===== config.mk =====
export PLATFORM = sky130hd
export DESIGN_NAME = rrdc_top
export DESIGN_NICKNAME = d
export VERILOG_FILES = /design/src/rrdc_top.v
export VERILOG_INCLUDE_DIRS = /design/src
export SDC_FILE = /design/constraint.sdc
export NUM_CORES = 1
export LEC_CHECK = 0
export ABC_AREA = 1
export BUFFER_PORTS_ARGS = -buffer_cell sky130_fd_sc_hd__buf_2
export CELL_PAD_IN_SITES_DETAIL_PLACEMENT = 1
export CELL_PAD_IN_SITES_GLOBAL_PLACEMENT = 1
export CORE_ASPECT_RATIO = 1.1
export CORE_UTILIZATION = 24
export DETAILED_ROUTE_END_ITERATION = 16
export PLACE_DENSITY_LB_ADDON = 0.1
export SLEW_MARGIN = 20
export SYNTH_ARGS = -nofsm -noshare
export SYNTH_HDL_FRONTEND = slang
export SYNTH_SLANG_ARGS = --single-unit

===== constraint.sdc =====
create_clock -name pclk -period 4.27 [get_ports pclk]
set_clock_uncertainty 0.05 [all_clocks]
set_input_delay 0.6405 -clock pclk [delete_from_list [all_inputs] [get_ports pclk]]
set_output_delay 0.6405 -clock pclk [all_outputs]
set_load 0.005 [all_outputs]

===== src/rrdc_consts.vh =====
`ifndef RRDC_CONSTS_VH
`define RRDC_CONSTS_VH

// ======================================================================
// Register byte offsets
`define RRDC_CTRL_OFS        12'h000
`define RRDC_STAT_OFS        12'h004
`define RRDC_CHARS_OFS       12'h008
`define RRDC_ERRS_OFS        12'h00c

// ======================================================================
// Control field positions and reset values
`define RRDC_CTRL_RATE_LSB   0
`define RRDC_CTRL_RATE_MSB   2
`define RRDC_CTRL_P10_BIT    3
`define RRDC_CTRL_RST        4'h0

// ======================================================================
// Status field positions
`define RRDC_STAT_TX_BIT     0
`define RRDC_STAT_RATE_LSB   1
`define RRDC_STAT_RATE_MSB   3
`define RRDC_STAT_RSVD_BIT   4
`define RRDC_STAT_BUSY_BIT   5

// ======================================================================
// Rate codes
`define RRDC_RATE_38400      3'h0
`define RRDC_RATE_19200      3'h1
`define RRDC_RATE_9600       3'h2
`define RRDC_RATE_4800       3'h3
`define RRDC_RATE_2400       3'h4
`define RRDC_RATE_1200       3'h5
`define RRDC_RATE_600        3'h6
`define RRDC_RATE_RSVD       3'h7
`define RRDC_RATE_DEFAULT    3'h2

// ======================================================================
// Clock and timing
`define RRDC_CLK_HZ          200000000
`define RRDC_BAUD_FASTEST    38400
`define RRDC_TA_38400_US     500
`define RRDC_TA_19200_US     1000
`define RRDC_TA_9600_US      2000
`define RRDC_TA_4800_US      4000
`define RRDC_TA_2400_US      7000
`define RRDC_TA_1200_US      14000
`define RRDC_TA_600_US       28000
`define RRDC_US_PER_S        1000000

`endif


===== src/rrdc_top.v =====
`timescale 1ns/100ps
`include "rrdc_consts.vh"

module rrdc_top #(
    parameter BIT_CYC  = `RRDC_CLK_HZ / `RRDC_BAUD_FASTEST,
    parameter TA0_CYC  = `RRDC_TA_38400_US * (`RRDC_CLK_HZ / `RRDC_US_PER_S),
    parameter TA1_CYC  = `RRDC_TA_19200_US * (`RRDC_CLK_HZ / `RRDC_US_PER_S),
    parameter TA2_CYC  = `RRDC_TA_9600_US * (`RRDC_CLK_HZ / `RRDC_US_PER_S),
    parameter TA3_CYC  = `RRDC_TA_4800_US * (`RRDC_CLK_HZ / `RRDC_US_PER_S),
    parameter TA4_CYC  = `RRDC_TA_2400_US * (`RRDC_CLK_HZ / `RRDC_US_PER_S),
    parameter TA5_CYC  = `RRDC_TA_1200_US * (`RRDC_CLK_HZ / `RRDC_US_PER_S),
    parameter TA6_CYC  = `RRDC_TA_600_US * (`RRDC_CLK_HZ / `RRDC_US_PER_S)
) (
    input  wire        pclk,
    input  wire        presetn,
    input  wire        psel,
    input  wire        penable,
    input  wire        pwrite,
    input  wire [11:0] paddr,
    input  wire [31:0] pwdata,
    output reg  [31:0] prdata,
    output reg         pready,
    output reg         pslverr,
    input  wire        rs232_txd,
    output reg         rs232_rxd,
    input  wire        rs485_rxd,
    output reg         rs485_txd,
    output reg         rs485_drv_en,
    output reg         point_to_point_master_slave_protocol_sel10
);

    // ==================================================================
    // Framer states
    localparam ST_IDLE = 3'h0;
    localparam ST_DATA = 3'h1;
    localparam ST_PAR  = 3'h2;
    localparam ST_STOP = 3'h3;
    localparam ST_STRT = 3'h4;

    reg  [3:0]  ctrl_q;
    reg         tx_mode_q;
    reg  [23:0] ta_cnt_q;
    reg  [2:0]  fr_st_q;
    reg  [23:0] fr_cnt_q;
    reg  [2:0]  fr_bit_q;
    reg         fr_par_q;
    reg  [15:0] chars_q;
    reg  [15:0] errs_q;
    reg  [2:0]  rate;
    reg  [23:0] ta_lim;
    wire [23:0] bit_cyc;
    wire [23:0] half_cyc;
    wire        acc;
    wire        wr_ctrl;
    wire        wr_errs;
    wire        fr_tick;
    reg  [31:0] rd_val;
    reg         rd_err;
    wire        setup;
    wire [31:0] stat_val;

    // ==================================================================
    // Rate selection
    // Code 111 is not a defined rate; falling back to 9600 keeps the bit
    // timer and the turnaround on a matching pair instead of a guess.
    // reserved code fallback
    always @* begin
        if (ctrl_q[`RRDC_CTRL_RATE_MSB:`RRDC_CTRL_RATE_LSB] == `RRDC_RATE_RSVD) begin
            rate = `RRDC_RATE_DEFAULT;
        end else begin
            rate = ctrl_q[`RRDC_CTRL_RATE_MSB:`RRDC_CTRL_RATE_LSB];
        end
    end

    always @* begin
        case (rate)
            `RRDC_RATE_38400: ta_lim = TA0_CYC[23:0];
            `RRDC_RATE_19200: ta_lim = TA1_CYC[23:0];
            `RRDC_RATE_9600:  ta_lim = TA2_CYC[23:0];
            `RRDC_RATE_4800:  ta_lim = TA3_CYC[23:0];
            `RRDC_RATE_2400:  ta_lim = TA4_CYC[23:0];
            `RRDC_RATE_1200:  ta_lim = TA5_CYC[23:0];
            `RRDC_RATE_600:   ta_lim = TA6_CYC[23:0];
            default:          ta_lim = TA2_CYC[23:0];
        endcase
    end

    // One divider serves all seven rates by shifting, at the cost that the
    // slower rates inherit the rounding error of the fastest one.
    // each code halves the rate
    assign bit_cyc  = BIT_CYC[23:0] << rate;
    assign half_cyc = {1'b0, bit_cyc[23:1]};

    // ==================================================================
    // Direction control
    // The count starts again on every low sample, so the turnaround is
    // measured from the last activity, not from the end of the stop bit.
    // A character that arrives just as the timer runs out keeps the
    // driver on, since the low sample takes priority over the drop.
    always @(posedge pclk or negedge presetn) begin
        if (!presetn) begin
            tx_mode_q <= 1'b0;
            ta_cnt_q  <= 24'h000000;
        end else if (!rs232_txd) begin
            tx_mode_q <= 1'b1;
            ta_cnt_q  <= 24'h000000;
        end else if (tx_mode_q) begin
            // leave only after full idle time
            if (ta_cnt_q >= ta_lim - 24'h000001) begin
                tx_mode_q <= 1'b0;
                ta_cnt_q  <= 24'h000000;
            end else begin
                ta_cnt_q <= ta_cnt_q + 24'h000001;
            end
        end
    end

    // Outputs are registered, so both data paths carry one cycle of latency.
    // Forcing the receive line idle while driving hides the echo of our own
    // transmission from the RS-232 device.
    always @(posedge pclk or negedge presetn) begin
        if (!presetn) begin
            rs485_txd    <= 1'b1;
            rs485_drv_en <= 1'b0;
            rs232_rxd    <= 1'b1;
        end else begin
            rs485_drv_en <= tx_mode_q | ~rs232_txd;
            rs485_txd    <= rs232_txd;
            // receive path only while not transmitting
            if (tx_mode_q | ~rs232_txd) begin
                rs232_rxd <= 1'b1;
            end else begin
                rs232_rxd <= rs485_rxd;
            end
        end
    end

    // ==================================================================
    // Character checker on the RS-232 transmit line
    // The checker only counts characters and framing and parity faults for software.
    // Data passes to the bus untouched, so a bad frame is still forwarded
    // and the direction logic never waits on the checker.
    // Reloads are one short of the period because the zero count takes a
    // cycle of its own; the sample point then stays in mid-bit for all bits.
    assign fr_tick = (fr_cnt_q == 24'h000000);

    always @(posedge pclk or negedge presetn) begin
        if (!presetn) begin
            fr_st_q  <= ST_IDLE;
            fr_cnt_q <= 24'h000000;
            fr_bit_q <= 3'h0;
            fr_par_q <= 1'b0;
            chars_q  <= 16'h0000;
            errs_q   <= 16'h0000;
        end else begin
            if (!fr_tick) begin
                fr_cnt_q <= fr_cnt_q - 24'h000001;
            end
            case (fr_st_q)
                ST_IDLE: begin
                    if (!rs232_txd) begin
                        fr_st_q  <= ST_STRT;
                        fr_cnt_q <= half_cyc - 24'h000001;
                    end
                end
                ST_STRT: begin
                    if (fr_tick) begin
                        // A glitch that does not hold to mid-bit is dropped.
                        fr_st_q  <= rs232_txd ? ST_IDLE : ST_DATA;
                        fr_cnt_q <= bit_cyc - 24'h000001;
                        fr_bit_q <= 3'h0;
                        fr_par_q <= 1'b0;
                    end
                end
                ST_DATA: begin
                    if (fr_tick) begin
                        fr_par_q <= fr_par_q ^ rs232_txd;
                        fr_bit_q <= fr_bit_q + 3'h1;
                        fr_cnt_q <= bit_cyc - 24'h000001;
                        if (fr_bit_q == 3'h7) begin
                            // 10-bit format has no parity bit
                            fr_st_q <= ctrl_q[`RRDC_CTRL_P10_BIT] ? ST_STOP : ST_PAR;
                        end
                    end
                end
                ST_PAR: begin
                    if (fr_tick) begin
                        fr_par_q <= fr_par_q ^ rs232_txd;
                        fr_cnt_q <= bit_cyc - 24'h000001;
                        fr_st_q  <= ST_STOP;
                    end
                end
                ST_STOP: begin
                    if (fr_tick) begin
                        fr_st_q <= ST_IDLE;
                        chars_q <= chars_q + 16'h0001;
                        // parity checked in 11-bit format only
                        if (!rs232_txd || (fr_par_q && !ctrl_q[`RRDC_CTRL_P10_BIT])) begin
                            errs_q <= errs_q + 16'h0001;
                        end
                    end
                end
                default: fr_st_q <= ST_IDLE;
            endcase
            // A count event wins over the software clear.
            if (wr_errs && !(fr_st_q == ST_STOP && fr_tick)) begin
                chars_q <= 16'h0000;
                errs_q  <= 16'h0000;
            end
        end
    end

    // ==================================================================
    // APB slave
    assign acc     = psel & penable & pready;
    assign wr_ctrl = acc & pwrite & (paddr == `RRDC_CTRL_OFS);
    assign wr_errs = acc & pwrite & (paddr == `RRDC_ERRS_OFS);

    // Status word: busy, reserved code chosen, effective rate, transmit mode.
    assign stat_val = {26'h0, (fr_st_q != ST_IDLE),
                       (ctrl_q[`RRDC_CTRL_RATE_MSB:`RRDC_CTRL_RATE_LSB] == `RRDC_RATE_RSVD),
                       rate, tx_mode_q};

    // Unaligned and unmapped offsets fall to the default branch and are refused.
    always @* begin
        rd_val = 32'h00000000;
        rd_err = 1'b0;
        case (paddr)
            `RRDC_CTRL_OFS:  rd_val = {28'h0000000, ctrl_q};
            `RRDC_STAT_OFS:  rd_val = stat_val;
            `RRDC_CHARS_OFS: rd_val = {16'h0000, chars_q};
            `RRDC_ERRS_OFS:  rd_val = {16'h0000, errs_q};
            default:         rd_err = 1'b1;
        endcase
        // Status and the character counter are read-only; writing them is an error.
        if (pwrite && paddr == `RRDC_STAT_OFS) begin
            rd_err = 1'b1;
        end
        if (pwrite && paddr == `RRDC_CHARS_OFS) begin
            rd_err = 1'b1;
        end
    end

    // ==================================================================
    // Bus response
    // Every access gets one access phase with no wait state. Read data and
    // the error flag are decided in the setup cycle, so both stand through
    // the whole access phase.
    assign setup = psel & ~penable & ~pready;

    always @(posedge pclk or negedge presetn) begin
        if (!presetn) begin
            pready  <= 1'b0;
            pslverr <= 1'b0;
            prdata  <= 32'h00000000;
        end else begin
            pready  <= setup;
            pslverr <= setup & rd_err;
            if (setup && !pwrite) begin
                prdata <= rd_val;
            end
        end
    end

    // ==================================================================
    // Control register
    // rate switch field
    always @(posedge pclk or negedge presetn) begin
        if (!presetn) begin
            ctrl_q <= `RRDC_CTRL_RST;
        end else if (wr_ctrl) begin
            ctrl_q <= pwdata[3:0];
        end
    end

    // ==================================================================
    // Format select
    // The pin lags the register by one cycle so that it comes straight
    // from a flip-flop.
    // format select to the controller
    always @(posedge pclk or negedge presetn) begin
        if (!presetn) begin
            point_to_point_master_slave_protocol_sel10 <= 1'b0;
        end else begin
            point_to_point_master_slave_protocol_sel10 <= ctrl_q[`RRDC_CTRL_P10_BIT];
        end
    end

endmodule


==> results.cfg, run 1 <==
[critical_path]
path_common_cell = nand2_1
startpoint_type = flip-flop
rrSetupSlack_ps = 960
reg2regPathDepth = 18
timing.rr.start = ctrl_q[1]
critPathMaxFanout = 18
r2r-end = ta_cnt_q[20]
worstPathCellList = nor2_1 > inv_1 > nor2_1 > inv_1 > ha_1 > xor2_1 > ha_1 > nand2_1 > inv_1 > nand2_1 > and2_0 > nand2_1 > nand2_1 > nand3_1 > nor2_1 > buf_4 > nand3_1 > nand2_1
cp_slowest_cell = dfrtp_1
critPathKind = flip-flop to flip-flop
cp.required_ps = 4590
critPathLaunch = ctrl_q[1]
worstSetupEndpointType = flip-flop
worst_path_largest_cell_delay_ps = 540
arrival_ps = 3640

[die]
design.portCount = 89
start_util = 0.244
die_w_um = 177
core_um2 = 33300
die_height_um = 195
rows = 70
fp.dieArea_um2 = 34500

[timing]
fin_crit_ps = 3310
setup_violations = 0
fin_crit_sh = 0.776
final-max-slew-violation-count = 0
hold_violations = 0
rsz0062_at_grt = no
tightest_slew_ps = 871
slew_headroom = 0.419
setup_tns_ps = 0
timing.fmax_mhz = 302

[finish]
final_common_cell = nand2_1
drive_gt1_frac = 0.109
fillers = 4215
fin_util = 0.281
nets = 1322
final_cell_mix = nand2_1, nor2_1, inv_1, nand3_1, dfrtp_1
syn_to_final_growth_pct = 15.4
num_antenna_cells = 0
register_area_um2 = 2860
multi_input_area_um2 = 4540

[grt]
grt_overflow = 0
grt_max_degree = 78
grt_pass1_wl_um = 48100
antenna_found_initial = 0
gr-usage-all-layers = 0.184
grt_pass1_vias = 8227

[power]
p_per_area_nw_per_um2 = 405
p_sw_mw = 1.43
irDropWorstVdd_mv = 0.302
clockPowerShare = 0.390
p_leak_nw = 4.82
swShare = 0.377
cell_internal_pwr_mw = 2.36
comb_power_share = 0.268
seq_power_share = 0.342

[clocking]
cts_sinks = 114
cts_tree = yes
cts_hold_buf = 0
htreeDepth = 4
clkTransAtPathRegs_ps = 60
clk_latency_ps = 440
clock_path_buffers = 2
post-cts-setup-buffers = 0
root_buffer = clkbuf_16
cts-buffers-inserted = 17
cts_resized = 0

[drt]
drt-initial-drc-count = 314
ant_nets = 0
first_pass_iters = 4
viasPerCell = 4.64
wirelength_um = 29800
wire_per_inst_um = 17.7
vias = 7829
drc_errors = 0

[yosys]
syn_area_um2 = 8110
synth.area.top_cells = dfrtp_1, nand2_1, nand3_1
synth.yosys.seq_area_share = 0.352
ys_seq_elements = 114
synth_area_per_cell_um2 = 6.80
synth_edf_count = 0
syn_inst = 1192
synth.top_cell.area_share = 0.346
ys.flop_type = dfrtp_1
synth_cell_types = 49
yosys.area.top_type = dfrtp_1
yosys_warnings = 0
async_reset_ff_frac = 1.00

[worst_hold_path]
hold_class = primary input to asynchronous set/reset pin

[outcome]
status = complete, no violations

[place]
post-dp-hpwl_um = 22800
gp_congestion = 0.762
io_buffers = 44

[run]
max_cap_viol_count = 0
synthesized netlist by cell type (2+ instances only):
master    number
nor2_8         2
dfstp_2        2
nand4_1       15
or2_2          2
dfrtp_1      112
inv_2          9
o21ai_0       61
ha_1          28
nand2_2        6
nor2_4         9
buf_2          6
buf_4         19
clkbuf_1       7
nor4_1         2
o211ai_1       9
nor3b_1        2
o221ai_1       2
conb_1         2
o22ai_1       21
nand2_4        2
o21ai_1        3
a31oi_1        5
xnor2_1        6
nand2_1      360
nand3_1      112
xor2_1        24
a21boi_0       2
a21oi_1       30
inv_1        134
nor2_1       146
buf_1          2
nand3_2        4
nor3_1        18
buf_6          2
nor2_2        12
power by group through the flow:
stage                     Combinational, mW  Clock [mW]  Sequential (mW)
after detailed placement               1.03           0             1.32
after CTS                              1.03        1.54             1.30
after global routing                   1.17        1.58             1.31
after global placement                 1.02           0             1.32
final                                  1.02        1.48             1.30
after floorplan                       0.723           0             1.28
how the worst max path moves through the flow:
stage / endpoint / slack [ps] / cells past startpoint
finish: ta_cnt_q[20] / 960 / 18
global route: ta_cnt_q[9] / 580 / 19
CTS: ta_cnt_q[11] / 900 / 16
detailed placement: ta_cnt_q[11] / 910 / 16
global placement: ta_cnt_q[11] / 970 / 16
floorplan: ta_cnt_q[14] / 1600 / 17
worst max-delay path, delay by kind of cell (launching register included):
kind | cells | cell delay, ps
adder cells (fa/ha/maj) | 2 | 490
AND/OR/NAND/NOR | 11 | 1410
flip-flops | 1 | 540
XOR/XNOR | 1 | 160
buffers and inverters | 4 | 560
cell families (layout without fill, tap and decap cells):
kind of cell | count (synthesis) | after routing | synth area share
buffers and inverters | 180 | 229 | 0.0949
DFF | 114 | 114 | 0.352
xor gates and xnor gates | 30 | 30 | 0.0324
AOI/OAI and AO/OA | 141 | 141 | 0.0994
and+or+nand+nor | 697 | 697 | 0.377
other | 2 | 17 | 0.000926
adders and majority gates | 28 | 28 | 0.0432
registers in the layout (all words and copies together) (netlist names), 3 cells and up:
signal / flops
fr_cnt_q: 24
errs_q: 16
fr_st_q: 3
fr_bit_q: 3
prdata: 16
chars_q: 16
ctrl_q: 4
ta_cnt_q: 24
cell type report:
cell class / instances / share of cell area
Clock buffer: 20 / 0.0488
Clock inverter: 12 / 0.0142
Inverter: 144 / 0.0577
Multi-Input combinational cell: 913 / 0.485
Sequential cell: 114 / 0.305
Tap cell: 432 / 0.0577
Timing Repair Buffer: 53 / 0.0314
routing by layer:
metal,vias up,track usage,share of wire
met2,82,0.311,0.49
met3,20,0.0239,0.019
met5,-,0,0
li1,3911,-,-
met1,3816,0.243,0.48
met4,0,0.0525,0.013
per-stage QoR:
step | hold slack [ps] | power [mW] | instance area, um^2 | instances | setup WS, ps
6_report | 207 | 3.79 | 9360 | 1688 | 958
5_1_grt | 266 | 4.06 | 9360 | 1688 | 577
4_1_cts | 245 | 3.87 | 9360 | 1688 | 903
3_5_place_dp | 330 | 2.34 | 8770 | 1656 | 909
3_3_place_gp | 328 | 2.34 | 8770 | 1656 | 974
2_1_floorplan | 295 | 2.00 | 8170 | 1207 | 1600
Power figures use the tool's default switching activity.
==> run 2: changes to the inputs <==
==> constraint.sdc (replaced) <==
create_clock -name pclk -period 3.5 [get_ports pclk]
set_clock_uncertainty 0.05 [all_clocks]
set_input_delay 0.525 -clock pclk [delete_from_list [all_inputs] [get_ports pclk]]
set_output_delay 0.525 -clock pclk [all_outputs]
set_load 0.005 [all_outputs]
==> run 2 against run 1 <==
Net effect: first-iteration DRC count up 6.4%; routed wire length grew 0.20%; clock power is 31% higher; combinational power up 23%; via count is 0.68% higher; total power rose by 26%; design area rose by 1.3%; maximum frequency is 10% higher; non-clock buffer count is 8 higher; final cell count increased by 0.47%; sequential power rose by 22%; the run now ends with hold timing left.
==> results.cfg, run 2 (synthesis results as in run 1) <==
[timing]
setup_tns_ps = 0
fin_crit_ps = 3010
rsz0062_at_grt = no
fin_crit_sh = 0.861
holdWs_ps = -20.8
slew_headroom = 0.469
setup_slack_ps = 488
final-max-slew-violation-count = 0
timing.fmax_mhz = 332
setup_violations = 0
hold_violations = 5
tightest_slew_ps = 796

[drt]
vias = 7882
wire_per_inst_um = 17.6
ant_nets = 0
wirelength_um = 29900
viasPerCell = 4.65
first_pass_iters = 4
drt-initial-drc-count = 334
drc_errors = 0

[grt]
antenna_found_initial = 0
gr-usage-all-layers = 0.183
grt_pass1_vias = 8193
grt_pass1_wl_um = 47600
grt_max_degree = 50
grt_overflow = 0

[die]
start_util = 0.244
rows = 70
die_height_um = 195
die_w_um = 177
core_um2 = 33300
design.portCount = 89
fp.dieArea_um2 = 34500

[worst_hold_path]
hold_class = primary input to asynchronous set/reset pin

[critical_path]
cp.required_ps = 3820
worstSetupEndpointType = flip-flop
timing.rr.start = ctrl_q[0]
critPathLaunch = ctrl_q[0]
critPathKind = flip-flop to flip-flop
arrival_ps = 3330
critPathMaxFanout = 21
startpoint_type = flip-flop

[finish]
layout_top_registers = fr_cnt_q x24, ta_cnt_q x24
nets = 1330
drive_gt1_frac = 0.115
finalNonFillerCells = 1696
syn_to_final_growth_pct = 16.9
final_common_cell = nand2_1
postLayoutCellArea_um2 = 9480
num_antenna_cells = 0
final_cell_mix = nand2_1, nor2_1, inv_1, nand3_1, dfrtp_1

[place]
dp_slack_ps = 489
placedCellCount = 1664
post-dp-hpwl_um = 23100
placed_area_um2 = 8840
gp_congestion = 0.778
io_buffers = 44

[outcome]
violations = hold timing
status = finished, violations left

[clocking]
clock_path_buffers = 2
cts_sinks = 114
cts_hold_buf = 0
cts_tree = yes
post-cts-setup-buffers = 0
cts-buffers-inserted = 17
clk_latency_ps = 440
cts_resized = 0
clkTransAtPathRegs_ps = 60
root_buffer = clkbuf_16
htreeDepth = 4

[run]
max_cap_viol_count = 0

[power]
p_leak_nw = 4.88
p_per_area_nw_per_um2 = 503
irDropWorstVdd_mv = 0.340
[run 2: worst max-delay path, cell delays in order (launching register included)]
cell	delay (ps)
dfrtp_1	450
inv_1	210
nor2_4	130
inv_1	110
nand2_1	140
nand2_1	70
ha_1	210
xor2_1	170
ha_1	290
nand2_1	70
inv_1	50
nand2_1	50
and2_0	120
nand2_1	90
nand2_1	90
nand3_1	70
nor2_1	90
buf_4	280
nand3_1	120
nand2_1	80
[run 2: layout make-up]
type | instances | area, um^2
sequential | 114 | 2860
inverter | 144 | 541
fill | 4171 | 23800
tap | 432 | 541
timing repair buffer | 61 | 367
clock buffer | 20 | 457
clock inverter | 12 | 179
multi-input combinational | 913 | 4540
[run 2: worst paths after layout]
path	slack, ps	depth (start not counted)	endpoint
min reg2reg	330	0	point_to_point_master_slave_protocol_sel10
max	490	19	ta_cnt_q[5]
min in group pclk	220	2	pready
min	-20	1	fr_cnt_q[21]
max in group asynchronous	2630	2	rs232_rxd
max reg2reg	490	19	ta_cnt_q[5]
[run 2: power by group]
part | internal [mW] | switching [mW] | total (mW)
clock network | 1.23 | 0.710 | 1.94
logic | 0.376 | 0.873 | 1.25
registers | 1.43 | 0.147 | 1.58
[run 2: stage by stage]
step | utilization | hold slack [ps] | power [mW]
after floorplan | - | 179 | 2.44
after global placement | 0.266 | 315 | 2.86
after detailed placement | 0.266 | 329 | 2.87
after CTS | 0.285 | 5.66 | 4.87
after global routing | 0.285 | 15.9 | 5.08
final | 0.285 | -20.8 | 4.77
[run 2: metal layers]
metal / routed length [um] / vias to the layer above / global-route usage / part of all wire
met2: 14800 / 75 / 0.315 / 0.50
met5: 0 / - / 0 / 0
met4: 390 / 0 / 0.0503 / 0.013
met1: 14200 / 3857 / 0.235 / 0.47
li1: - / 3930 / - / -
met3: 533 / 20 / 0.0282 / 0.018
